[config.mk]
export PLATFORM = sky130hd
export DESIGN_NAME = tca_top
export DESIGN_NICKNAME = d
export VERILOG_FILES = /design/src/include/tca_pkg.sv /design/src/hdl/tca_top.sv /design/src/hdl/tca_cmp.sv /design/src/hdl/tca_conv.sv
export VERILOG_INCLUDE_DIRS = /design/src /design/src/include
export SDC_FILE = /design/constraint.sdc
export NUM_CORES = 1
export LEC_CHECK = 0
export BUFFER_PORTS_ARGS = -buffer_cell sky130_fd_sc_hd__clkbuf_2
export CAP_MARGIN = 20
export CORE_MARGIN = 2
export CORE_UTILIZATION = 55
export CTS_CLUSTER_DIAMETER = 80
export DETAILED_ROUTE_END_ITERATION = 10
export PLACE_DENSITY = 0.8
export SLEW_MARGIN = 10
export SYNTH_ARGS = -nofsm -noshare
export SYNTH_HDL_FRONTEND = slang
export SYNTH_SLANG_ARGS = --single-unit
[constraint.sdc]
create_clock -name clk -period 9.44 [get_ports clk]
set_input_delay 0.944 -clock clk [delete_from_list [all_inputs] [get_ports clk]]
set_output_delay 0.944 -clock clk [all_outputs]
set_load 0.02 [all_outputs]
[src/include/tca_defs.svh]
// Register offsets, field positions, reset values and timing counts of the thermal alarm block
`ifndef TCA_DEFS_SVH
`define TCA_DEFS_SVH

// ----------------------------------------------------------------
// Register indices (byte address is four times the index)
// ----------------------------------------------------------------
`define TCA_IDX_TEMP 3'h0
`define TCA_IDX_CONF 3'h1
`define TCA_IDX_HYST 3'h2
`define TCA_IDX_TOS 3'h3
`define TCA_IDX_PTR 3'h4
`define TCA_IDX_STAT 3'h5
`define TCA_IDX_DATA 3'h6

// ----------------------------------------------------------------
// Configuration register fields
// ----------------------------------------------------------------
`define TCA_CONF_SD 0
`define TCA_CONF_MODE 1
`define TCA_CONF_POL 2
`define TCA_CONF_FLT_LO 3
`define TCA_CONF_FLT_HI 4
`define TCA_CONF_RES_LO 5
`define TCA_CONF_RES_HI 6

// ----------------------------------------------------------------
// Reset values
// ----------------------------------------------------------------
`define TCA_CONF_RST 8'h00
`define TCA_TOS_RST 16'h5000
`define TCA_HYST_RST 16'h4B00
`define TCA_TEMP_RST 16'h0000
`define TCA_PTR_RST 2'h0

// ----------------------------------------------------------------
// Resolution masks and fault tolerance counts
// ----------------------------------------------------------------
`define TCA_MASK_9 16'hFF80
`define TCA_MASK_10 16'hFFC0
`define TCA_MASK_11 16'hFFE0
`define TCA_MASK_12 16'hFFF0
`define TCA_FLT_1 3'h1
`define TCA_FLT_2 3'h2
`define TCA_FLT_4 3'h4
`define TCA_FLT_6 3'h6

// ----------------------------------------------------------------
// Timing
// ----------------------------------------------------------------
`define TCA_CLK_KHZ 50000
`define TCA_CONV_TIME_MS 90
`define TCA_POR_TIME_MS 500
`define TCA_CONV_CYCLES (`TCA_CONV_TIME_MS * `TCA_CLK_KHZ)
`define TCA_POR_CYCLES (`TCA_POR_TIME_MS * `TCA_CLK_KHZ)

`endif

[src/include/tca_pkg.sv]
// Types shared by the thermal alarm block
package tca_pkg;

    // ----------------------------------------------------------------
    // Alarm states, Gray coded around the interrupt-mode cycle
    // ----------------------------------------------------------------
    typedef enum logic [1:0] {
        TCA_WAIT_HOT = 2'h0,
        TCA_HOT = 2'h1,
        TCA_WAIT_COLD = 2'h3,
        TCA_COLD = 2'h2
    } tca_alarm_st_t;

    // ----------------------------------------------------------------
    // State of the register and alarm logic
    // ----------------------------------------------------------------
    typedef struct packed {
        logic [7:0] conf;
        logic [15:0] upper_trip_limit;
        logic [15:0] hyst;
        logic [15:0] temp;
        logic [1:0] ptr;
        logic ack;
        logic [31:0] rdata;
        tca_alarm_st_t alarm_st;
        logic [2:0] flt_cnt;
        logic alarm_oe;
        logic ready;
    } tca_top_st_t;

    // ----------------------------------------------------------------
    // State of the conversion timer
    // ----------------------------------------------------------------
    typedef struct packed {
        logic [22:0] cnt;
        logic valid;
        logic [11:0] code;
    } tca_conv_st_t;

endpackage : tca_pkg

[src/hdl/tca_top.sv]
// Thermal sensor readout: registers, conversion results and over-limit alarm
//
// The register addresses and register access over Avalon-MM were chosen for this implementation.
`timescale 1ns/10ps
`include "tca_defs.svh"
module tca_top
    import tca_pkg::*;
#(
    parameter int unsigned CONV_CYCLES = `TCA_CONV_CYCLES
) (
    input wire logic clk,
    input wire logic resetn,
    input wire logic [4:0] avs_address,
    input wire logic avs_read,
    input wire logic avs_write,
    input wire logic [31:0] avs_writedata,
    input wire logic [3:0] avs_byteenable,
    output logic [31:0] avs_readdata,
    output logic avs_waitrequest,
    input wire logic [11:0] sense_code,
    output logic over_limit_alarm_o,
    output logic over_limit_alarm_oe,
    output logic shutdown_o,
    output logic ready_o
);
    // ----------------------------------------------------------------
    // Reset release
    // ----------------------------------------------------------------
    // Assert at once, release only after two clean edges
    // Everything else sees rst_n_ff, never the raw pin
    logic rst_meta_ff;
    logic rst_n_ff;

    always_ff @(posedge clk or negedge resetn) begin
        if (!resetn) begin
            rst_meta_ff <= 1'b0;
            rst_n_ff <= 1'b0;
        end else begin
            rst_meta_ff <= 1'b1;
            rst_n_ff <= rst_meta_ff;
        end
    end

    // ----------------------------------------------------------------
    // Declarations
    // ----------------------------------------------------------------
    tca_top_st_t st_ff;
    tca_top_st_t nxt_st;
    // Helpers shared by the decode and next-state logic
    logic conv_valid;
    logic [11:0] conv_code;
    logic [15:0] res_mask;
    logic [15:0] new_temp;
    logic [2:0] flt_limit;
    logic hot;
    logic cold;
    logic [2:0] idx;
    logic req;
    logic rd_done;
    logic wr_done;
    logic int_mode;
    logic alarm_clear;
    logic [2:0] cnt_inc;
    logic [2:0] wr_idx;

    // ----------------------------------------------------------------
    // Conversion timer
    // ----------------------------------------------------------------
    // Shutdown comes straight from the register, so the timer parks at once
    tca_conv #(
        .CONV_CYCLES(CONV_CYCLES)
    ) u_conv (
        .clk(clk),
        .rst_n(rst_n_ff),
        .shutdown(st_ff.conf[`TCA_CONF_SD]),
        .sense_code(sense_code),
        .conv_valid(conv_valid),
        .conv_code(conv_code)
    );

    // ----------------------------------------------------------------
    // Resolution and fault tolerance decode
    // ----------------------------------------------------------------
    // Mask keeps 9..12 top bits; 0.5 C down to 0.0625 C per step
    // Only four codes exist, so no default is needed
    always_comb begin
        unique case (st_ff.conf[`TCA_CONF_RES_HI:`TCA_CONF_RES_LO])
            2'h0: res_mask = `TCA_MASK_9;
            2'h1: res_mask = `TCA_MASK_10;
            2'h2: res_mask = `TCA_MASK_11;
            2'h3: res_mask = `TCA_MASK_12;
        endcase
    end

    always_comb begin
        unique case (st_ff.conf[`TCA_CONF_FLT_HI:`TCA_CONF_FLT_LO])
            2'h0: flt_limit = `TCA_FLT_1;
            2'h1: flt_limit = `TCA_FLT_2;
            2'h2: flt_limit = `TCA_FLT_4;
            2'h3: flt_limit = `TCA_FLT_6;
        endcase
    end

    // Sign stays in bit 15; the four lowest bits are always zero
    // Resolution is applied as the value lands, not when it is read
    assign new_temp = {conv_code, 4'h0} & res_mask;

    // ----------------------------------------------------------------
    // Limit comparators, one per trip point
    // ----------------------------------------------------------------
    tca_cmp #(
        .W(16)
    ) u_cmp_upper (
        .value(new_temp),
        .limit(st_ff.upper_trip_limit),
        .mask(res_mask),
        .above(hot),
        .below()
    );

    tca_cmp #(
        .W(16)
    ) u_cmp_lower (
        .value(new_temp),
        .limit(st_ff.hyst),
        .mask(res_mask),
        .above(),
        .below(cold)
    );

    // ----------------------------------------------------------------
    // Bus decode
    // ----------------------------------------------------------------
    // One wait state: the request is answered the edge after it appears
    // Indices 7 and up read as zero and swallow writes
    assign idx = avs_address[4:2];
    assign req = avs_read | avs_write;
    assign avs_waitrequest = req & ~st_ff.ack;
    assign rd_done = avs_read & st_ff.ack;
    assign wr_done = avs_write & st_ff.ack;
    assign int_mode = st_ff.conf[`TCA_CONF_MODE];
    // The pointed window is written through to the selected register
    assign wr_idx = (idx == `TCA_IDX_DATA) ? {1'b0, st_ff.ptr} : idx;

    // Any read of a sensor register, or shutdown, clears an interrupt alarm
    assign alarm_clear = int_mode & ((rd_done & (idx <= `TCA_IDX_DATA) & (idx != `TCA_IDX_PTR)
                         & (idx != `TCA_IDX_STAT)) | st_ff.conf[`TCA_CONF_SD]);
    assign cnt_inc = st_ff.flt_cnt + 3'h1;

    // ----------------------------------------------------------------
    // Byte-lane merge for 16-bit registers
    // ----------------------------------------------------------------
    function automatic logic [15:0] tca_merge(input logic [15:0] old_v,
                                              input logic [31:0] wd,
                                              input logic [3:0] be);
        logic [15:0] r;
        r = old_v;
        if (be[0]) begin
            r[7:0] = wd[7:0];
        end
        if (be[1]) begin
            r[15:8] = wd[15:8];
        end
        return r;
    endfunction : tca_merge

    // ----------------------------------------------------------------
    // Read mux
    // ----------------------------------------------------------------
    function automatic logic [31:0] tca_rd(input tca_top_st_t s, input logic [2:0] i);
        logic [31:0] r;
        r = 32'h00000000;
        unique case (i)
            `TCA_IDX_TEMP: r = {16'h0000, s.temp};
            `TCA_IDX_CONF: r = {24'h000000, s.conf};
            `TCA_IDX_HYST: r = {16'h0000, s.hyst};
            `TCA_IDX_TOS: r = {16'h0000, s.upper_trip_limit};
            `TCA_IDX_PTR: r = {30'h00000000, s.ptr};
            `TCA_IDX_STAT: r = {24'h000000, s.ready, s.alarm_st, s.flt_cnt, 2'h0};
            default: r = 32'h00000000;
        endcase
        return r;
    endfunction : tca_rd

    // ----------------------------------------------------------------
    // Next-state logic
    // ----------------------------------------------------------------
    always_comb begin
        nxt_st = st_ff;
        nxt_st.ack = req & ~st_ff.ack;

        // Read data captured in the wait cycle, stands until next read
        // Capturing early keeps readdata off the combinational path
        if (avs_read & ~st_ff.ack) begin
            if (idx == `TCA_IDX_DATA) begin
                nxt_st.rdata = tca_rd(st_ff, {1'b0, st_ff.ptr});
            end else begin
                nxt_st.rdata = tca_rd(st_ff, idx);
            end
        end

        // Register writes land at the edge where waitrequest is low
        if (wr_done) begin
            unique case (wr_idx)
                `TCA_IDX_CONF: begin
                    if (avs_byteenable[0]) begin
                        nxt_st.conf = {1'b0, avs_writedata[6:0]};
                    end
                end
                // Four lowest limit bits are hardwired to zero
                // Lanes merge first, then the low nibble is masked off
                `TCA_IDX_HYST: nxt_st.hyst = tca_merge(st_ff.hyst, avs_writedata,
                                                       avs_byteenable) & 16'hFFF0;
                `TCA_IDX_TOS: nxt_st.upper_trip_limit = tca_merge(st_ff.upper_trip_limit, avs_writedata,
                                                     avs_byteenable) & 16'hFFF0;
                // A pointer write with any of bits 7:2 set is dropped
                `TCA_IDX_PTR: begin
                    if (avs_byteenable[0] && (avs_writedata[7:2] == 6'h00)) begin
                        nxt_st.ptr = avs_writedata[1:0];
                    end
                end
                default: nxt_st = nxt_st;
            endcase
        end

        // Fresh conversion reaches the readable register
        if (conv_valid) begin
            nxt_st.temp = new_temp;
            nxt_st.ready = 1'b1;
        end

        // Alarm sequencing, evaluated on every conversion, bus or not
        // Comparator mode uses only wait-hot and hot; interrupt mode
        // walks all four states and is cleared by reads or shutdown
        unique case (st_ff.alarm_st)
            TCA_WAIT_HOT: begin
                if (conv_valid) begin
                    if (hot) begin
                        if (cnt_inc >= flt_limit) begin
                            nxt_st.alarm_st = TCA_HOT;
                            nxt_st.flt_cnt = 3'h0;
                        end else begin
                            nxt_st.flt_cnt = cnt_inc;
                        end
                    end else begin
                        nxt_st.flt_cnt = 3'h0;
                    end
                end
            end
            TCA_HOT: begin
                if (!int_mode) begin
                    if (conv_valid && cold) begin
                        nxt_st.alarm_st = TCA_WAIT_HOT;
                    end
                end else if (alarm_clear) begin
                    nxt_st.alarm_st = TCA_WAIT_COLD;
                end
            end
            TCA_WAIT_COLD: begin
                if (!int_mode) begin
                    nxt_st.alarm_st = TCA_WAIT_HOT;
                    nxt_st.flt_cnt = 3'h0;
                end else if (conv_valid) begin
                    if (cold) begin
                        if (cnt_inc >= flt_limit) begin
                            nxt_st.alarm_st = TCA_COLD;
                            nxt_st.flt_cnt = 3'h0;
                        end else begin
                            nxt_st.flt_cnt = cnt_inc;
                        end
                    end else begin
                        nxt_st.flt_cnt = 3'h0;
                    end
                end
            end
            TCA_COLD: begin
                if (!int_mode || alarm_clear) begin
                    nxt_st.alarm_st = TCA_WAIT_HOT;
                end
            end
        endcase

        // Open-drain: low drive when active-low alarm, release when active-high
        // Taken from the next state so the pin moves with the state itself
        nxt_st.alarm_oe = ((nxt_st.alarm_st == TCA_HOT) || (nxt_st.alarm_st == TCA_COLD))
                          ^ nxt_st.conf[`TCA_CONF_POL];
    end

    // ----------------------------------------------------------------
    // State register
    // ----------------------------------------------------------------
    // Only the synchronised reset clears state, so release is clean
    always_ff @(posedge clk or negedge rst_n_ff) begin
        if (!rst_n_ff) begin
            st_ff.conf <= `TCA_CONF_RST;
            st_ff.upper_trip_limit <= `TCA_TOS_RST;
            st_ff.hyst <= `TCA_HYST_RST;
            st_ff.temp <= `TCA_TEMP_RST;
            st_ff.ptr <= `TCA_PTR_RST;
            st_ff.ack <= 1'b0;
            st_ff.rdata <= 32'h00000000;
            st_ff.alarm_st <= TCA_WAIT_HOT;
            st_ff.flt_cnt <= 3'h0;
            st_ff.alarm_oe <= 1'b0;
            st_ff.ready <= 1'b0;
        end else begin
            st_ff <= nxt_st;
        end
    end

    // ----------------------------------------------------------------
    // Outputs
    // ----------------------------------------------------------------
    assign avs_readdata = st_ff.rdata;
    // Data side of the open drain is tied low; oe alone moves the pin
    assign over_limit_alarm_o = 1'b0;
    assign over_limit_alarm_oe = st_ff.alarm_oe;
    assign shutdown_o = st_ff.conf[`TCA_CONF_SD];
    // Ready is sticky once the first conversion has landed
    assign ready_o = st_ff.ready;

endmodule : tca_top

[src/hdl/tca_cmp.sv]
// Signed compare of a conversion against one trip limit at the active resolution
`timescale 1ns/10ps
module tca_cmp
    import tca_pkg::*;
#(
    parameter int W = 16
) (
    input wire logic [W-1:0] value,
    input wire logic [W-1:0] limit,
    input wire logic [W-1:0] mask,
    output logic above,
    output logic below
);
    // ----------------------------------------------------------------
    // Compare
    // ----------------------------------------------------------------
    // Limit bits below the resolution are ignored, as the conversion has none
    logic signed [W-1:0] v_m;
    logic signed [W-1:0] l_m;
    assign v_m = value & mask;
    assign l_m = limit & mask;
    assign above = v_m > l_m;
    assign below = v_m < l_m;
endmodule : tca_cmp

[src/hdl/tca_conv.sv]
// Conversion timer: samples the modulator result once per conversion period
`timescale 1ns/10ps
`include "tca_defs.svh"
module tca_conv
    import tca_pkg::*;
#(
    parameter int unsigned CONV_CYCLES = `TCA_CONV_CYCLES
) (
    input wire logic clk,
    input wire logic rst_n,
    input wire logic shutdown,
    input wire logic [11:0] sense_code,
    output logic conv_valid,
    output logic [11:0] conv_code
);
    tca_conv_st_t st_ff;
    tca_conv_st_t nxt_st;

    // ----------------------------------------------------------------
    // Period counter
    // ----------------------------------------------------------------
    // Shutdown parks the counter so a restart gives a full fresh period
    always_comb begin
        nxt_st = st_ff;
        nxt_st.valid = 1'b0;
        if (shutdown) begin
            nxt_st.cnt = 23'h000000;
        end else if (st_ff.cnt == 23'(CONV_CYCLES - 1)) begin
            nxt_st.cnt = 23'h000000;
            nxt_st.valid = 1'b1;
            nxt_st.code = sense_code;
        end else begin
            nxt_st.cnt = st_ff.cnt + 23'h000001;
        end
    end

    always_ff @(posedge clk or negedge rst_n) begin
        if (!rst_n) begin
            st_ff <= '0;
        end else begin
            st_ff <= nxt_st;
        end
    end

    assign conv_valid = st_ff.valid;
    assign conv_code = st_ff.code;
endmodule : tca_conv

# ---- Yosys cells after proc, flatten, opt, wreduce, memory -nomap -nowiden
# Cells that the tools add are included.
dict set report word_totals {
  input_bits 57
  output_inout_bits 37
  ff_bits 127
  wordCells 127
}
dict set report classes {
  add_sub_neg 2
  n_lt_le_gt_ge 4
  reduce_logical 18
  n_eq_ne 27
  n_mux 40
  bitwise_logic 17
}
# cell count
set ops {}
lappend ops {{case mux 32 bit (4 select lines)} 1}
lappend ops {{case mux 16 bit (6 select lines)} 1}
lappend ops {{two-way mux 93 bit} 1}
lappend ops {{bitwise AND 16 bit} 4}
lappend ops {{two-way mux 32 bit} 2}
lappend ops {{case mux 16 bit (4 select lines)} 1}
lappend ops {{two-way mux 16 bit} 3}
lappend ops {{two-way mux 23 bit} 2}
lappend ops {{two-way mux 8 bit} 4}
lappend ops {{two-way mux 13 bit} 2}
lappend ops {{adder 23 x 1 -> 23 bit (second input constant)} 1}
lappend ops {{equality test 23 bit (second input constant)} 1}
lappend ops {{two-way mux 2 bit} 10}
lappend ops {{equality test 2 bit (second input constant)} 9}
lappend ops {{two-way mux 3 bit} 6}
lappend ops {{AND reduction 3 bit} 6}
lappend ops {{greater-than comparator 16 bit} 1}
lappend ops {{less-than comparator 16 bit} 1}
lappend ops {{two-way mux 5 bit} 3}
lappend ops {{equality test 3 x 2 -> 1 bit (second input constant)} 4}
lappend ops {{equality test 3 bit (second input constant)} 4}
lappend ops {{case mux 3 bit (4 select lines)} 1}
lappend ops {{equality test 2 x 1 -> 1 bit (second input constant)} 5}
lappend ops {{bitwise AND 1 bit} 8}
lappend ops {{other kinds (18)} 27}

# ---- Longest topological paths before layout
# Gate-level depths: netlist of the first run.
dict set report depth {
  depth_word 13
  ltp_mapped 9
  mapped_depth_nobuf 8
}

# ---- Modules after synthesis
# From an unflattened synthesis of the first run, not the netlist that was laid out.
dict set report unflattened {
  cells_unflattened 679
  hier_area_um2 6832.8
}
# mod n_inst cells_per_inst seq_area_each_um2 area_each_um2
set by_module_without_submodules {}
lappend by_module_without_submodules {tca_top 1 359 1784.2 3900.0}
lappend by_module_without_submodules {tca_conv 1 166 900.9 1848.0}
lappend by_module_without_submodules {{tca_cmp (u_cmp_upper)} 1 77 0.0 550.5}
lappend by_module_without_submodules {{tca_cmp (u_cmp_lower)} 1 77 0.0 534.3}

# ---- Worst setup path before layout of the first run
# OpenSTA, ideal clock, no wires.
dict set report synth_timing {
  kind {reg-to-reg}
  startpoint {register st_ff[96] (netlist bit)}
  endpoint {register st_ff (netlist bit over_limit_alarm_oe)}
  t_arrival_ns 2.353
  t_required_ns 9.304
  path_buffers 1
  stages_incl_launch_ff 10
  setup_ns 0.136
  slack_ns 6.952
  period_less_slack_ns 2.488
  cell_sequence {dfrtp_1 > clkbuf_1 > o21a_1 > ha_1 > o21ai_0 > a2111o_1 > o221ai_2 > a21oi_1 > o221ai_2 > xor3_1}
}
# item line
set synth_lines {}
lappend synth_lines {{start: declaration} tca_top.sv:47} ;# tca_top_st_t st_ff;
lappend synth_lines {{start signal: assignment} tca_top.sv:307} ;# st_ff <= nxt_st;

==> results of run 1 <==
-- through the flow --
step / hold slack [ns] / cells / util [%] / area [µm²] / setup WS, ns
3_5_place_dp: 0.2855 / 763 / 57.80 / 6266 / 5.442
5_1_grt: 0.3098 / 779 / 59.59 / 6460 / 5.682
4_1_cts: 0.2893 / 779 / 59.59 / 6460 / 5.852
6_report: 0.2564 / 779 / 59.59 / 6460 / 5.875
2_1_floorplan: 0.3312 / 623 / - / 6157 / 6.249
3_3_place_gp: 0.2770 / 763 / 57.80 / 6266 / 5.527
-- state kept, by name (all words and copies together) (netlist names) --
name                 cells
rst_meta_ff              1
shutdown_o               1
int_mode                 1
st_ff                   49
u_conv.conv_code        12
u_conv.conv_valid        1
rst_n_ff                 1
avs_readdata            16
u_conv.st_ff            23
ready_o                  1
over_limit_alarm_oe      1
-- cell type report --
| class | count | area [µm²] | area share, % |
|---|---|---|---|
| Timing Repair Buffer | 58 | 295.3 | 4.571 |
| Sequential cell | 107 | 2689 | 41.62 |
| Multi-Input combinational cell | 427 | 2990 | 46.29 |
| Tap cell | 140 | 175.2 | 2.712 |
| Inverter | 31 | 116.4 | 1.801 |
| Clock buffer | 11 | 151.4 | 2.344 |
| Clock inverter | 5 | 42.54 | 0.6585 |
-- routing by layer --
layer  global-route usage [%]  wire length (µm)  vias up
li1                         -                 -     2127
met1                    30.68              5542     2211
met2                    38.64              6203      176
met3                    4.920               922       20
met4                    8.861               237        0
met5                        0                 0        -
-- synth_stat cells (3+ instances only) --
| library cell | n | area (µm²) |
|---|---|---|
| mux2i_1 | 14 | 140.1 |
| nor2b_1 | 4 | 25.02 |
| nor2_1 | 55 | 206.5 |
| xnor2_1 | 12 | 105.1 |
| dfrtp_1 | 101 | 2527 |
| a21o_1 | 3 | 22.52 |
| dfstp_2 | 6 | 157.7 |
| buf_2 | 7 | 35.03 |
| xor2_1 | 10 | 87.58 |
| nand2_1 | 65 | 244.0 |
| a32oi_1 | 3 | 26.28 |
| ha_1 | 28 | 350.3 |
| inv_1 | 31 | 116.4 |
| mux2_2 | 48 | 540.5 |
| nand3_1 | 14 | 70.07 |
| clkbuf_1 | 15 | 56.30 |
| or2_2 | 3 | 18.77 |
| a22oi_1 | 11 | 82.58 |
| o21ai_0 | 53 | 265.3 |
| nor4_1 | 5 | 31.28 |
| nand4_1 | 7 | 43.79 |
| nand2b_1 | 6 | 37.54 |
| buf_4 | 33 | 247.7 |
| a31oi_1 | 4 | 25.02 |
| a21oi_1 | 14 | 70.07 |
-- cell families after synthesis --
kind of cell	count (synthesis)	synth area share (%)
buf+inv	89	7.900
simple gates	180	13.79
fa+ha+maj	28	5.746
other cells	2	0.1232
mux	66	12.76
xor+xnor	23	3.550
compound gates	112	12.09
flops	107	44.04
-- how the worst max path moves through the flow --
stage / startpoint / to / slack, ns / depth (start not counted)
global route: avs_address[4] / over_limit_alarm_oe$_DFF_PN0_ / 5.68 / 7
finish: avs_address[4] / over_limit_alarm_oe$_DFF_PN0_ / 5.87 / 7
global placement: avs_address[4] / over_limit_alarm_oe$_DFF_PN0_ / 5.53 / 7
detailed placement: avs_address[4] / over_limit_alarm_oe$_DFF_PN0_ / 5.44 / 7
CTS: avs_address[4] / over_limit_alarm_oe$_DFF_PN0_ / 5.85 / 7
floorplan: rst_n_ff$_DFF_PN0_ / avs_readdata[0]$_DFFE_PN0P_ / 6.25 / 0
-- power groups by stage --
stage	clock network (mW)	registers (mW)	logic, mW
final	0.275	0.564	0.213
after floorplan	0	0.562	0.171
after global routing	0.298	0.572	0.241
after detailed placement	0	0.572	0.212
after CTS	0.282	0.563	0.213
after global placement	0	0.568	0.203
==> flow_summary.html, run 1 <==
<table>
<tr><th>Metric</th><th>Value</th></tr>
<tr><th colspan="2">Pwr</th></tr>
<tr><td>Switching power as a share of total power</td><td>32.05%</td></tr>
<tr><td>Combinational share of power</td><td>approximately 20%</td></tr>
<tr><td>Power density normalized to cell area</td><td>approximately 160 mW/mm²</td></tr>
<tr><td>Net Switching</td><td>0.3371 mW</td></tr>
<tr><td>Static leakage</td><td>2.992 nW</td></tr>
<tr><td>Cell-internal power</td><td>0.7148 mW</td></tr>
<tr><td>Worst IR Drop VDD</td><td>around 0.10 mV</td></tr>
<tr><td>Portion of total power attributed to sequential cells</td><td>53.6%</td></tr>
<tr><td>Final total power</td><td>1.052 mW</td></tr>
<tr><td>Share of total power in the clock network</td><td>26.1%</td></tr>
<tr><th colspan="2">STA</th></tr>
<tr><td>Final critical delay including setup and external delays</td><td>roughly 3.6 ns</td></tr>
<tr><td>Slew headroom</td><td>about 25%</td></tr>
<tr><td>Setup repair after global routing missed its margin</td><td>false</td></tr>
<tr><td>Ratio of final minimum period to clock period</td><td>37.77%</td></tr>
<tr><td>Number of max-slew violations in the final report</td><td>0</td></tr>
<tr><td>Count of endpoints failing hold in the final timing report</td><td>0</td></tr>
<tr><td>Post-route clock skew</td><td>0.02279 ns</td></tr>
<tr><td># setup viols final</td><td>0</td></tr>
<tr><td>Max Fclk</td><td>280.5 MHz</td></tr>
<tr><td>Total negative slack for setup checks</td><td>0 ns</td></tr>
<tr><td>Slew @ Worst Pin</td><td>1.127 ns</td></tr>
<tr><th colspan="2">CTS</th></tr>
<tr><td>Clk pin slew, worst setup/hold paths</td><td>0.11 ns</td></tr>
<tr><td>Number of hold-repair buffers added at the cts stage</td><td>0</td></tr>
<tr><td>Latest clock arrival within the worst-skew pair</td><td>0.39 ns</td></tr>
<tr><td>Total CTS buffers</td><td>9</td></tr>
<tr><td>Root Buffer Master</td><td>clkbuf_8</td></tr>
<tr><td>Resized cells post-CTS</td><td>0</td></tr>
<tr><td>Clock sink count</td><td>about 110</td></tr>
<tr><td>Buffer levels on the longest clock path</td><td>2</td></tr>
<tr><td>TritonCTS clock tree</td><td>built</td></tr>
<tr><td>Max H-tree Level</td><td>3</td></tr>
<tr><td>Number of buffers added for setup after CTS</td><td>0</td></tr>
<tr><th colspan="2">Global route</th></tr>
<tr><td>Number of antenna violations at the first check in global routing</td><td>0</td></tr>
<tr><td>GRT Util Overall</td><td>23.47%</td></tr>
<tr><td>Global-route wire length before repair</td><td>21490 µm</td></tr>
<tr><td>Number of global-route vias before repair</td><td>4459</td></tr>
<tr><td>Maximum number of pins on one net before global-route repair</td><td>74</td></tr>
<tr><td>Gr ovfl total</td><td>0</td></tr>
<tr><th colspan="2">Floorplan</th></tr>
<tr><td>Height of the chip</td><td>109.3 µm</td></tr>
<tr><td>Effective utilization at floorplan</td><td>56.24%</td></tr>
<tr><td>Count of pins on the block boundary</td><td>94</td></tr>
<tr><td>Horizontal die dimension</td><td>109.3 µm</td></tr>
<tr><td>Total Die Area</td><td>between 0.01 and 0.015 mm²</td></tr>
<tr><td>Row count</td><td>38</td></tr>
<tr><td>Area inside the core boundary</td><td>0.01084 mm²</td></tr>
<tr><th colspan="2">Setup path</th></tr>
<tr><td>FF-to-FF Start</td><td>st_ff[40]$_DFFE_PN0P_</td></tr>
<tr><td>Worst stage delay on the critical path</td><td>0.74 ns</td></tr>
<tr><td>Crit path launch type</td><td>input pin</td></tr>
<tr><td>Path type of the worst setup path</td><td>in -&gt; reg</td></tr>
<tr><td>Kind of end point of the critical path</td><td>register</td></tr>
<tr><td>Kind of cell adding the most delay to the critical path</td><td>simple AND/OR/NAND/NOR gates</td></tr>
<tr><td>Terminus of the critical flop-to-flop path</td><td>st_ff[85]$_DFFE_PN0P_</td></tr>
<tr><td>Data required time at the worst endpoint</td><td>9.70 ns</td></tr>
<tr><td>Reg2Reg Setup Slack</td><td>6.55 ns</td></tr>
<tr><td>Cell Chain, Critical Path</td><td>clkbuf_2 -&gt; inv_1 -&gt; nor3b_2 -&gt; a32o_1 -&gt; nor2b_1 -&gt; mux2_2 -&gt; xor3_1</td></tr>
<tr><td>Cell at the slowest stage of the critical path</td><td>nor3b_2</td></tr>
<tr><td>Buffering stage count on the worst path with inverters included</td><td>2</td></tr>
<tr><td>Register-to-Register Path Depth</td><td>5</td></tr>
<tr><td>Maximum fanout encountered on the critical timing path</td><td>22</td></tr>
<tr><td>Arrival time reported for the critical path endpoint</td><td>3.83 ns</td></tr>
<tr><th colspan="2">Place</th></tr>
<tr><td>Routability congestion estimate</td><td>0.9110</td></tr>
<tr><td>Post-detail-place hpwl</td><td>9529 µm</td></tr>
<tr><td>Total of buffers placed on input and output ports</td><td>56</td></tr>
<tr><th colspan="2">Cells and area</th></tr>
<tr><td>Area Growth Syn to Fin</td><td>5.951%</td></tr>
<tr><td>Share of layout cells above drive strength 1</td><td>22.85%</td></tr>
<tr><td>Most common library cell in the layout ignoring fill and taps</td><td>dfrtp_1</td></tr>
<tr><td>Total inserted antenna cells</td><td>0</td></tr>
<tr><td>Number of nets in the layout</td><td>719</td></tr>
<tr><td>Most used cells in the layout excluding fill and tap cells</td><td>dfrtp_1 (100), nand2_1 (65), clkbuf_2 (56)</td></tr>
<tr><td>Fill count</td><td>915</td></tr>
<tr><th colspan="2">Logic synthesis</th></tr>
<tr><td>Average footprint of a synthesized cell</td><td>about 10 µm²</td></tr>
<tr><td>Flip-flop and latch count after synthesis</td><td>107</td></tr>
<tr><td>Async S/R FF share, synth</td><td>100.0%</td></tr>
<tr><td>Unique masters post-synth</td><td>64</td></tr>
<tr><td>Total standard cell area after synthesis</td><td>about 0.006 mm²</td></tr>
<tr><td>YS warnings</td><td>0</td></tr>
<tr><td>Sequential element share of the synthesized area</td><td>44.04%</td></tr>
<tr><td>EDFF count, synth</td><td>0</td></tr>
<tr><td>Cells after Synth</td><td>~610</td></tr>
<tr><td>Dominant synthesized flop cell</td><td>dfrtp_1</td></tr>
<tr><th colspan="2">Route</th></tr>
<tr><td>DR WL/cell</td><td>around 17 µm</td></tr>
<tr><td>Via/cell ratio</td><td>5.820</td></tr>
<tr><td>Length of the first detailed-routing pass in iterations</td><td>5</td></tr>
<tr><td>First-iteration detailed-routing DRC count</td><td>271</td></tr>
<tr><td>Total wire length</td><td>between 10000 and 15000 µm</td></tr>
<tr><td>Antenna-violating nets left</td><td>0</td></tr>
<tr><td>Drt drc</td><td>0</td></tr>
<tr><td>Via count</td><td>4534</td></tr>
<tr><th colspan="2">Outcome</th></tr>
<tr><td>Outcome</td><td>completed</td></tr>
<tr><th colspan="2">Job</th></tr>
<tr><td>Max-cap violation count</td><td>0</td></tr>
<tr><th colspan="2">Hold path</th></tr>
<tr><td>Min-delay worst type</td><td>reg -&gt; async</td></tr>
</table>
Note: power is estimated with default switching activity, not from simulation.
==> inputs of run 2 (changes only) <==
- ABC_AREA: not set -> 1
- CORE_UTILIZATION: 55 -> 52
- PLACE_DENSITY: 0.8 -> 0.79
- clock period: 9.44 -> 2.9 ns (I/O delays scaled with it)
==> run 2 against run 1 <==
The flow now finishes with violations (DRC). Worst setup slack got worse by 5.2 ns. Via count increased by 12%. Critical endpoint unchanged. Clock power increased to 4.4 times the previous value. First-iteration DRC count increased by 45%. Synthesized cell count increased by 26%. Global-route usage decreased by 0.51 points. Sequential share of layout area decreased by 1.6 points. Area after synthesis increased by 1.2%. Critical path type is now reg -> reg.
==> flow_summary.html, run 2 <==
<table>
<tr><th>Metric</th><th>Value</th></tr>
<tr><th colspan="2">Outcome</th></tr>
<tr><td>Outcome</td><td>finished, violations left</td></tr>
<tr><td>Violations in the final reports</td><td>DRC</td></tr>
<tr><th colspan="2">Logic synthesis</th></tr>
<tr><td>Dominant synthesized flop cell</td><td>dfrtp_1</td></tr>
<tr><td>Dominant cells by area after synthesis</td><td>dfrtp_1 (41%), nand2_1 (7.5%), inv_1 (7.1%), o21ai_0 (6.1%), ha_1 (5.7%)</td></tr>
<tr><td>Sequential element share of the synthesized area</td><td>43.51%</td></tr>
<tr><td>Flip-flop and latch count after synthesis</td><td>107</td></tr>
<tr><td>Most common library cells after synthesis</td><td>nand2_1 (123), inv_1 (116), dfrtp_1 (101)</td></tr>
<tr><td>Fraction of post-synthesis cell area in the top cell type by area</td><td>40.96%</td></tr>
<tr><td>YS warnings</td><td>0</td></tr>
<tr><td>Total standard cell area after synthesis</td><td>0.006171 mm²</td></tr>
<tr><td>Cells after Synth</td><td>762</td></tr>
<tr><td>Unique masters post-synth</td><td>42</td></tr>
<tr><td>Most frequently used cell type in the post-synthesis netlist</td><td>nand2_1</td></tr>
<tr><td>Average footprint of a synthesized cell</td><td>roughly 8 µm²</td></tr>
<tr><td>Post-synthesis cell type with the largest combined area</td><td>dfrtp_1</td></tr>
<tr><td>EDFF count, synth</td><td>0</td></tr>
<tr><td>Async S/R FF share, synth</td><td>100.0%</td></tr>
<tr><th colspan="2">CTS</th></tr>
<tr><td>Latest clock arrival within the worst-skew pair</td><td>0.37 ns</td></tr>
<tr><td>Root Buffer Master</td><td>clkbuf_16</td></tr>
<tr><td>Clock sink count</td><td>107</td></tr>
<tr><td>Resized cells post-CTS</td><td>0</td></tr>
<tr><td>Max H-tree Level</td><td>3</td></tr>
<tr><td>Total CTS buffers</td><td>9</td></tr>
<tr><td>Buffer levels on the longest clock path</td><td>2</td></tr>
<tr><td>Clk pin slew, worst setup/hold paths</td><td>0.08 ns</td></tr>
<tr><td>TritonCTS clock tree</td><td>built</td></tr>
<tr><th colspan="2">Floorplan</th></tr>
<tr><td>Total Die Area</td><td>around 0.013 mm²</td></tr>
<tr><td>Effective utilization at floorplan</td><td>a little over half</td></tr>
<tr><td>Height of the chip</td><td>112.9 µm</td></tr>
<tr><td>Area inside the core boundary</td><td>0.01152 mm²</td></tr>
<tr><td>Count of pins on the block boundary</td><td>between 90 and 100</td></tr>
<tr><td>Row count</td><td>39</td></tr>
<tr><td>Horizontal die dimension</td><td>112.9 µm</td></tr>
<tr><th colspan="2">Place</th></tr>
<tr><td>Routability congestion estimate</td><td>0.9138</td></tr>
<tr><td>Post-detail-place hpwl</td><td>10320 µm</td></tr>
<tr><td>Total of buffers placed on input and output ports</td><td>56</td></tr>
<tr><td>Placed cell area</td><td>between 0.006 and 0.007 mm²</td></tr>
<tr><th colspan="2">Cells and area</th></tr>
<tr><td>Total inserted antenna cells</td><td>0</td></tr>
<tr><td>Area Growth Syn to Fin</td><td>8.779%</td></tr>
<tr><td>Register containing the most flip-flops in the final layout</td><td>st_ff</td></tr>
<tr><td>Fill count</td><td>1047</td></tr>
<tr><td>Number of nets in the layout</td><td>between 800 and 900</td></tr>
<tr><td>Largest register FFs</td><td>49</td></tr>
<tr><td>Most common library cell in the layout ignoring fill and taps</td><td>nand2_1</td></tr>
<tr><td>Post-layout instance area</td><td>0.006713 mm²</td></tr>
<tr><td>Share of layout cells above drive strength 1</td><td>15.24%</td></tr>
<tr><td>Most used cells in the layout excluding fill and tap cells</td><td>nand2_1 (123), inv_1 (116), dfrtp_1 (100)</td></tr>
<tr><th colspan="2">Setup path</th></tr>
<tr><td>Kind of cell adding the most delay to the critical path</td><td>simple AND/OR/NAND/NOR gates</td></tr>
<tr><td>Critical path's most frequent cell</td><td>nand2_1</td></tr>
<tr><td>Data required time at the worst endpoint</td><td>approximately 3.2 ns</td></tr>
<tr><td>Cell at the slowest stage of the critical path</td><td>dfrtp_1</td></tr>
<tr><td>Worst stage delay on the critical path</td><td>0.42 ns</td></tr>
<tr><td>Arrival time reported for the critical path endpoint</td><td>2.54 ns</td></tr>
<tr><td>Path type of the worst setup path</td><td>reg -&gt; reg</td></tr>
<tr><td>Crit path launch type</td><td>register</td></tr>
<tr><td>Buffering stage count on the worst path with inverters included</td><td>1</td></tr>
<tr><td>Cell Chain, Critical Path</td><td>ha_1 -&gt; xnor2_1 -&gt; inv_1 -&gt; ha_1 -&gt; nand2_1 -&gt; o211ai_1 -&gt; nand2_1 -&gt; or2_2 -&gt; nand3_1 -&gt; nand2_1 -&gt; nand2_1</td></tr>
<tr><td>Maximum fanout encountered on the critical timing path</td><td>4</td></tr>
<tr><td>Kind of end point of the critical path</td><td>register</td></tr>
<tr><th colspan="2">STA</th></tr>
<tr><td>Final critical delay including setup and external delays</td><td>2.232 ns</td></tr>
<tr><td>Slew headroom</td><td>46.17%</td></tr>
<tr><td>Max Fclk</td><td>447.9 MHz</td></tr>
<tr><td>Post-route clock skew</td><td>0.009821 ns</td></tr>
<tr><td>Setup repair after global routing missed its margin</td><td>false</td></tr>
<tr><td># setup viols final</td><td>0</td></tr>
<tr><td>Ratio of final minimum period to clock period</td><td>between 70% and 80%</td></tr>
<tr><td>Number of max-slew violations in the final report</td><td>0</td></tr>
<tr><td>Slew @ Worst Pin</td><td>0.8075 ns</td></tr>
<tr><td>Count of endpoints failing hold in the final timing report</td><td>0</td></tr>
<tr><td>Total negative slack for setup checks</td><td>0 ns</td></tr>
<tr><th colspan="2">Route</th></tr>
<tr><td>Length of the first detailed-routing pass in iterations</td><td>9</td></tr>
<tr><td>DR WL/cell</td><td>14.58 µm</td></tr>
<tr><td>Drt drc</td><td>3</td></tr>
<tr><td>Via/cell ratio</td><td>between 5 and 6</td></tr>
<tr><td>First-iteration detailed-routing DRC count</td><td>392</td></tr>
<tr><td>Total wire length</td><td>around 14000 µm</td></tr>
<tr><td>Antenna-violating nets left</td><td>0</td></tr>
<tr><td>Via count</td><td>5075</td></tr>
<tr><th colspan="2">Pwr</th></tr>
<tr><td>Share of total power in the clock network</td><td>29.6%</td></tr>
<tr><td>Net Switching</td><td>1.391 mW</td></tr>
<tr><td>Static leakage</td><td>~3.3 nW</td></tr>
<tr><td>Worst IR Drop VDD</td><td>0.5661 mV</td></tr>
<tr><td>Combinational share of power</td><td>a little under a quarter</td></tr>
<tr><td>Switching power as a share of total power</td><td>around a third</td></tr>
<tr><td>Portion of total power attributed to sequential cells</td><td>47.3%</td></tr>
<tr><td>Power density normalized to cell area</td><td>603.8 mW/mm²</td></tr>
<tr><td>Cell-internal power</td><td>2.661 mW</td></tr>
<tr><th colspan="2">Global route</th></tr>
<tr><td>GRT Util Overall</td><td>between 20 and 25%</td></tr>
<tr><td>Global-route wire length before repair</td><td>23020 µm</td></tr>
<tr><td>Number of global-route vias before repair</td><td>4718</td></tr>
<tr><td>Maximum number of pins on one net before global-route repair</td><td>65</td></tr>
<tr><td>Number of antenna violations at the first check in global routing</td><td>0</td></tr>
<tr><td>Gr ovfl total</td><td>0</td></tr>
<tr><th colspan="2">Job</th></tr>
<tr><td>Max-cap violation count</td><td>0</td></tr>
<tr><th colspan="2">Hold path</th></tr>
<tr><td>Min-delay worst type</td><td>in -&gt; reg</td></tr>
</table>
run 2: cell count changes after synthesis, moves of 7 or more:
cell     delta
mux2i_1    -14
o22ai_1    +23
inv_1      +85
nor3_1     +10
a22oi_1    -11
mux2_4      +7
mux2_2     -44
xnor2_1     -9
nor2_1     +29
a21oi_1    +15
a31oi_1     +9
o21ai_0    +22
nand2_1    +58
run 2: path summary, 6_finish.rpt:
| path | cells past startpoint | end | slack (ns) | from |
|---|---|---|---|---|
| max in group asynchronous | 1 | st_ff[62]$_DFFE_PN0P_ | 1.75 | rst_n_ff$_DFF_PN0_ |
| min | 3 | u_conv.conv_code[2]$_DFFE_PN0P_ | 0.13 | sense_code[2] |
| min in group asynchronous | 2 | rst_n_ff$_DFF_PN0_ | 0.24 | resetn |
| min reg2reg | 0 | rst_n_ff$_DFF_PN0_ | 0.35 | rst_meta_ff$_DFF_PN0_ |
| max reg2reg | 11 | over_limit_alarm_oe$_DFF_PN0_ | 0.67 | st_ff[2]$_DFFE_PN0P_ |
| max | 11 | over_limit_alarm_oe$_DFF_PN0_ | 0.67 | st_ff[2]$_DFFE_PN0P_ |
run 2: cell families after synthesis:
| logic type | count (synthesis) | share of synthesized area [%] |
|---|---|---|
| xor+xnor | 8 | 1.135 |
| simple gates | 280 | 20.44 |
| buf+inv | 169 | 12.47 |
| other cells | 2 | 0.1217 |
| compound gates | 157 | 14.21 |
| mux | 11 | 2.433 |
| flops | 107 | 43.51 |
| fa+ha+maj | 28 | 5.677 |
run 2: per-stage QoR:
stage / util (%) / setup slack, ns / power [mW] / std cells / hold WS (ns)
after floorplan: - / 0.8914 / 2.635 / 778 / -0.005591
after global placement: 55.71 / 0.7181 / 2.837 / 933 / 0.07684
after detailed placement: 55.71 / 0.7002 / 2.872 / 933 / 0.07814
after CTS: 58.29 / 0.6781 / 4.077 / 950 / 0.1215
after global routing: 58.29 / 0.4784 / 4.308 / 950 / 0.1449
final: 58.29 / 0.6676 / 4.053 / 950 / 0.1311
run 2: power by group through the flow:
stage	clock network [mW]	registers (mW)	logic (mW)
6_report	1.20	1.92	0.934
4_1_cts	1.22	1.92	0.936
3_5_place_dp	0	1.94	0.929
5_1_grt	1.28	1.95	1.08
3_3_place_gp	0	1.94	0.899
2_1_floorplan	0	1.89	0.746
run 2: worst min-delay path: cells and delay by family:
kind	cells	cell delay, ns
AND/OR/NAND/NOR	1	0.04
AO/OA/AOI/OAI	1	0.06
buffers and inverters	1	0.07
run 2: area by class of cell:
| type | instances | area [µm²] | area share (%) |
|---|---|---|---|
| clock buffers | 10 | 239.0 | 3.560 |
| clock inverters | 6 | 47.55 | 0.7083 |
| inverters | 119 | 446.7 | 6.654 |
| multi-input cells | 502 | 2776 | 41.36 |
| flip-flops and latches | 107 | 2689 | 40.06 |
| well taps | 143 | 178.9 | 2.665 |
| repair buffers | 63 | 335.3 | 4.995 |
run 2: timing repair:
action	4_1_cts	5_1_grt
hold endpoints to repair	2	0
setup buffers	0	0
hold buffers	1	0
run 2: layer usage:
metal | share of wire, % | track usage [%] | up-vias | wire length (µm)
met5 | 0 | 0 | - | 0
met4 | 1.5 | 6.748 | 0 | 209
met3 | 6.0 | 5.570 | 19 | 828
met2 | 46 | 35.90 | 158 | 6337
met1 | 47 | 32.11 | 2368 | 6471
li1 | - | - | 2530 | -
==> inputs of run 3 (changes only) <==
- ABC_AREA: 1 -> 0
- CORE_UTILIZATION: 52 -> 55
- PLACE_DENSITY: 0.79 -> 0.8
- clock period: 2.9 -> 2.07 ns (I/O delays scaled with it)
==> run 3 against run 2 <==
The flow finishes with violations (setup timing). Total power increased by 28%. Via count down 3.1%. Hold slack worse by 0.10 ns. Final cell count fell by 11%. Sequential power is 32% higher. First-iteration DRC count is 14% lower. Combinational power grew 41%. Core utilization increased by 8.9 points. Final area rose by 8.5%. Clock power rose by 11%. Global-route usage increased by 2.8 points. Maximum frequency down 7.0%.
==> flow_summary.html, run 3 (synthesis results as in run 1) <==
<table>
<tr><th>Metric</th><th>Value</th></tr>
<tr><th colspan="2">Setup path</th></tr>
<tr><td>Data required time at the worst endpoint</td><td>2.34 ns</td></tr>
<tr><td>Crit path launch type</td><td>register</td></tr>
<tr><td>FF-to-FF Start</td><td>st_ff[96]$_DFFE_PN0P_</td></tr>
<tr><td>Kind of end point of the critical path</td><td>register</td></tr>
<tr><td>Maximum fanout encountered on the critical timing path</td><td>6</td></tr>
<tr><td>Reg2Reg Setup Slack</td><td>-0.33 ns</td></tr>
<tr><td>Path type of the worst setup path</td><td>reg -&gt; reg</td></tr>
<tr><td>Register-to-Register Path Depth</td><td>8</td></tr>
<tr><td>Terminus of the critical flop-to-flop path</td><td>over_limit_alarm_oe$_DFF_PN0_</td></tr>
<tr><td>Arrival time reported for the critical path endpoint</td><td>2.67 ns</td></tr>
<tr><th colspan="2">Global route</th></tr>
<tr><td>GRT Util Overall</td><td>25.80%</td></tr>
<tr><td>Maximum number of pins on one net before global-route repair</td><td>41</td></tr>
<tr><td>Number of antenna violations at the first check in global routing</td><td>0</td></tr>
<tr><td>Global-route wire length before repair</td><td>between 20000 and 25000 µm</td></tr>
<tr><td>Number of global-route vias before repair</td><td>a little under 5000</td></tr>
<tr><td>Gr ovfl total</td><td>0</td></tr>
<tr><th colspan="2">Floorplan</th></tr>
<tr><td>Area inside the core boundary</td><td>0.01084 mm²</td></tr>
<tr><td>Count of pins on the block boundary</td><td>94</td></tr>
<tr><td>Effective utilization at floorplan</td><td>56.24%</td></tr>
<tr><td>Total Die Area</td><td>around 0.012 mm²</td></tr>
<tr><td>Row count</td><td>38</td></tr>
<tr><td>Height of the chip</td><td>109.3 µm</td></tr>
<tr><td>Horizontal die dimension</td><td>roughly 110 µm</td></tr>
<tr><th colspan="2">CTS</th></tr>
<tr><td>Max H-tree Level</td><td>3</td></tr>
<tr><td>TritonCTS clock tree</td><td>built</td></tr>
<tr><td>Clock sink count</td><td>107</td></tr>
<tr><td>Total CTS buffers</td><td>9</td></tr>
<tr><td>Root Buffer Master</td><td>clkbuf_8</td></tr>
<tr><td>Buffer levels on the longest clock path</td><td>2</td></tr>
<tr><td>Clk pin slew, worst setup/hold paths</td><td>0.10 ns</td></tr>
<tr><td>Latest clock arrival within the worst-skew pair</td><td>0.39 ns</td></tr>
<tr><th colspan="2">Outcome</th></tr>
<tr><td>Outcome</td><td>finished, violations left</td></tr>
<tr><td>Violations in the final reports</td><td>setup timing</td></tr>
<tr><th colspan="2">Route</th></tr>
<tr><td>First-iteration detailed-routing DRC count</td><td>336</td></tr>
<tr><td>Via count</td><td>4920</td></tr>
<tr><td>Via/cell ratio</td><td>~5.8</td></tr>
<tr><td>DR WL/cell</td><td>17.86 µm</td></tr>
<tr><td>Drt drc</td><td>0</td></tr>
<tr><td>Length of the first detailed-routing pass in iterations</td><td>5</td></tr>
<tr><td>Antenna-violating nets left</td><td>0</td></tr>
<tr><td>Total wire length</td><td>15160 µm</td></tr>
<tr><th colspan="2">STA</th></tr>
<tr><td>Slew headroom</td><td>63.97%</td></tr>
<tr><td># setup viols final</td><td>5</td></tr>
<tr><td>Ratio of final minimum period to clock period</td><td>116.0%</td></tr>
<tr><td>Setup repair after global routing missed its margin</td><td>true</td></tr>
<tr><td>Total negative slack for setup checks</td><td>-1.319 ns</td></tr>
<tr><td>Count of endpoints failing hold in the final timing report</td><td>0</td></tr>
<tr><td>Max Fclk</td><td>~420 MHz</td></tr>
<tr><td>Post-route clock skew</td><td>0.008617 ns</td></tr>
<tr><td>Final critical delay including setup and external delays</td><td>2.401 ns</td></tr>
<tr><td>Slew @ Worst Pin</td><td>0.5404 ns</td></tr>
<tr><td>Number of max-slew violations in the final report</td><td>0</td></tr>
<tr><td>Worst hold margin</td><td>a little over 0.03 ns</td></tr>
<tr><td>Final worst setup slack</td><td>-0.3305 ns</td></tr>
<tr><th colspan="2">Pwr</th></tr>
<tr><td>Static leakage</td><td>3.373 nW</td></tr>
<tr><td>Worst IR Drop VDD</td><td>0.5716 mV</td></tr>
<tr><td>Power density normalized to cell area</td><td>712.3 mW/mm²</td></tr>
<tr><th colspan="2">Cells and area</th></tr>
<tr><td>Most common library cell in the layout ignoring fill and taps</td><td>dfrtp_1</td></tr>
<tr><td>Storage element area</td><td>0.002693 mm²</td></tr>
<tr><td>Register containing the most flip-flops in the final layout</td><td>st_ff</td></tr>
<tr><td>Fill count</td><td>800</td></tr>
<tr><td>Share of layout cells above drive strength 1</td><td>33.57%</td></tr>
<tr><td>Most used cells in the layout excluding fill and tap cells</td><td>dfrtp_1 (97), nand2_1 (65), buf_4 (65)</td></tr>
<tr><td>Area Growth Syn to Fin</td><td>19.50%</td></tr>
<tr><td>Total inserted antenna cells</td><td>0</td></tr>
<tr><td>Multi-input gate area in the final layout</td><td>approximately 0.0032 mm²</td></tr>
<tr><td>Largest register FFs</td><td>49</td></tr>
<tr><td>Number of nets in the layout</td><td>~790</td></tr>
<tr><th colspan="2">Hold path</th></tr>
<tr><td>Min-delay worst type</td><td>in -&gt; reg</td></tr>
<tr><td>Worst hold start</td><td>avs_writedata[11]</td></tr>
<tr><td>Endpoint, Worst Hold</td><td>st_ff[69]$_DFFE_PN1P_</td></tr>
<tr><td>WHS Path Cells</td><td>3</td></tr>
<tr><th colspan="2">Place</th></tr>
<tr><td>Post-detail-place hpwl</td><td>~11000 µm</td></tr>
<tr><td>Routability congestion estimate</td><td>roughly 0.9</td></tr>
<tr><td>Total of buffers placed on input and output ports</td><td>56</td></tr>
<tr><th colspan="2">Job</th></tr>
<tr><td>Max-cap violation count</td><td>0</td></tr>
</table>
[run 3: cell types whose count changed in the layout (fill, tap and decap cells not counted), moves of 14 or more]
cell	before	now
inv_1	116	29
buf_4	6	65
nand2_1	123	65
mux2_2	4	35
nor2_1	84	54
o21ai_0	75	49
o22ai_1	24	0
a21oi_1	29	13
mux2i_1	0	14
[run 3: timing repair]
action | in CTS | in global routing
endpoints found under the setup margin | 17 | 40
resized for setup | 7 | 38
endpoints found under the hold margin | 2 | 0
hold buffers | 1 | 0
cloned | 0 | 1
pin swaps | 3 | 6
buffers inserted | 0 | 6
[run 3: worst max-delay path by stage]
stage / from / end / slack [ns] / cells after the start
2_1_floorplan: st_ff[96]$_DFFE_PN0P_ / st_ff[2]$_DFFE_PN0P_ / -0.18 / 9
3_3_place_gp: st_ff[88]$_DFFE_PN1P_ / st_ff[2]$_DFFE_PN0P_ / -0.20 / 9
3_5_place_dp: st_ff[96]$_DFFE_PN0P_ / over_limit_alarm_oe$_DFF_PN0_ / -0.29 / 8
4_1_cts: st_ff[95]$_DFFE_PN0P_ / over_limit_alarm_oe$_DFF_PN0_ / -0.26 / 9
5_1_grt: st_ff[96]$_DFFE_PN0P_ / over_limit_alarm_oe$_DFF_PN0_ / -0.38 / 9
6_report: st_ff[96]$_DFFE_PN0P_ / over_limit_alarm_oe$_DFF_PN0_ / -0.33 / 8
[run 3: power by group]
group | switching, mW | internal [mW] | leakage [nW]
registers | 0.200 | 2.34 | 1.40
clock network | 0.735 | 0.592 | 0.0926
logic | 0.740 | 0.580 | 1.88
[run 3: metrics by stage]
| stage | total power, mW | std cells | utilization [%] | setup WS, ns | instance area, µm² |
|---|---|---|---|---|---|
| finish | 5.190 | 849 | 67.21 | -0.3305 | 7286 |
| global route | 5.470 | 849 | 67.21 | -0.3833 | 7286 |
| CTS | 5.093 | 842 | 64.87 | -0.2632 | 7032 |
| detailed placement | 3.751 | 825 | 62.53 | -0.2877 | 6779 |
| global placement | 3.669 | 825 | 62.53 | -0.1995 | 6779 |
| floorplan | 3.364 | 623 | - | -0.1840 | 6191 |
[run 3: worst max-delay path: stages, from the launching register on]
cell      delay [ns]
dfrtp_2         0.47
o21a_1          0.24
ha_4            0.28
o21ai_2         0.06
a2111o_1        0.40
o221ai_4        0.28
a21oi_4         0.10
o221ai_4        0.19
xor3_1          0.24
[run 3: layout make-up]
cell class | count | area share (%)
timing repair buffer | 128 | 12.04
clock buffer | 12 | 1.992
sequential | 107 | 36.96
tap | 140 | 2.404
clock inverter | 4 | 0.6869
inverter | 31 | 1.597
multi-input combinational | 427 | 44.32
[run 3: layer usage]
metal | global-route usage [%] | share of wire (%) | vias to the layer above
li1 | - | - | 2259
met1 | 34.03 | 42 | 2385
met2 | 42.15 | 48 | 226
met3 | 6.046 | 6.9 | 50
met4 | 8.680 | 3.0 | 0
met5 | 0 | 0 | -
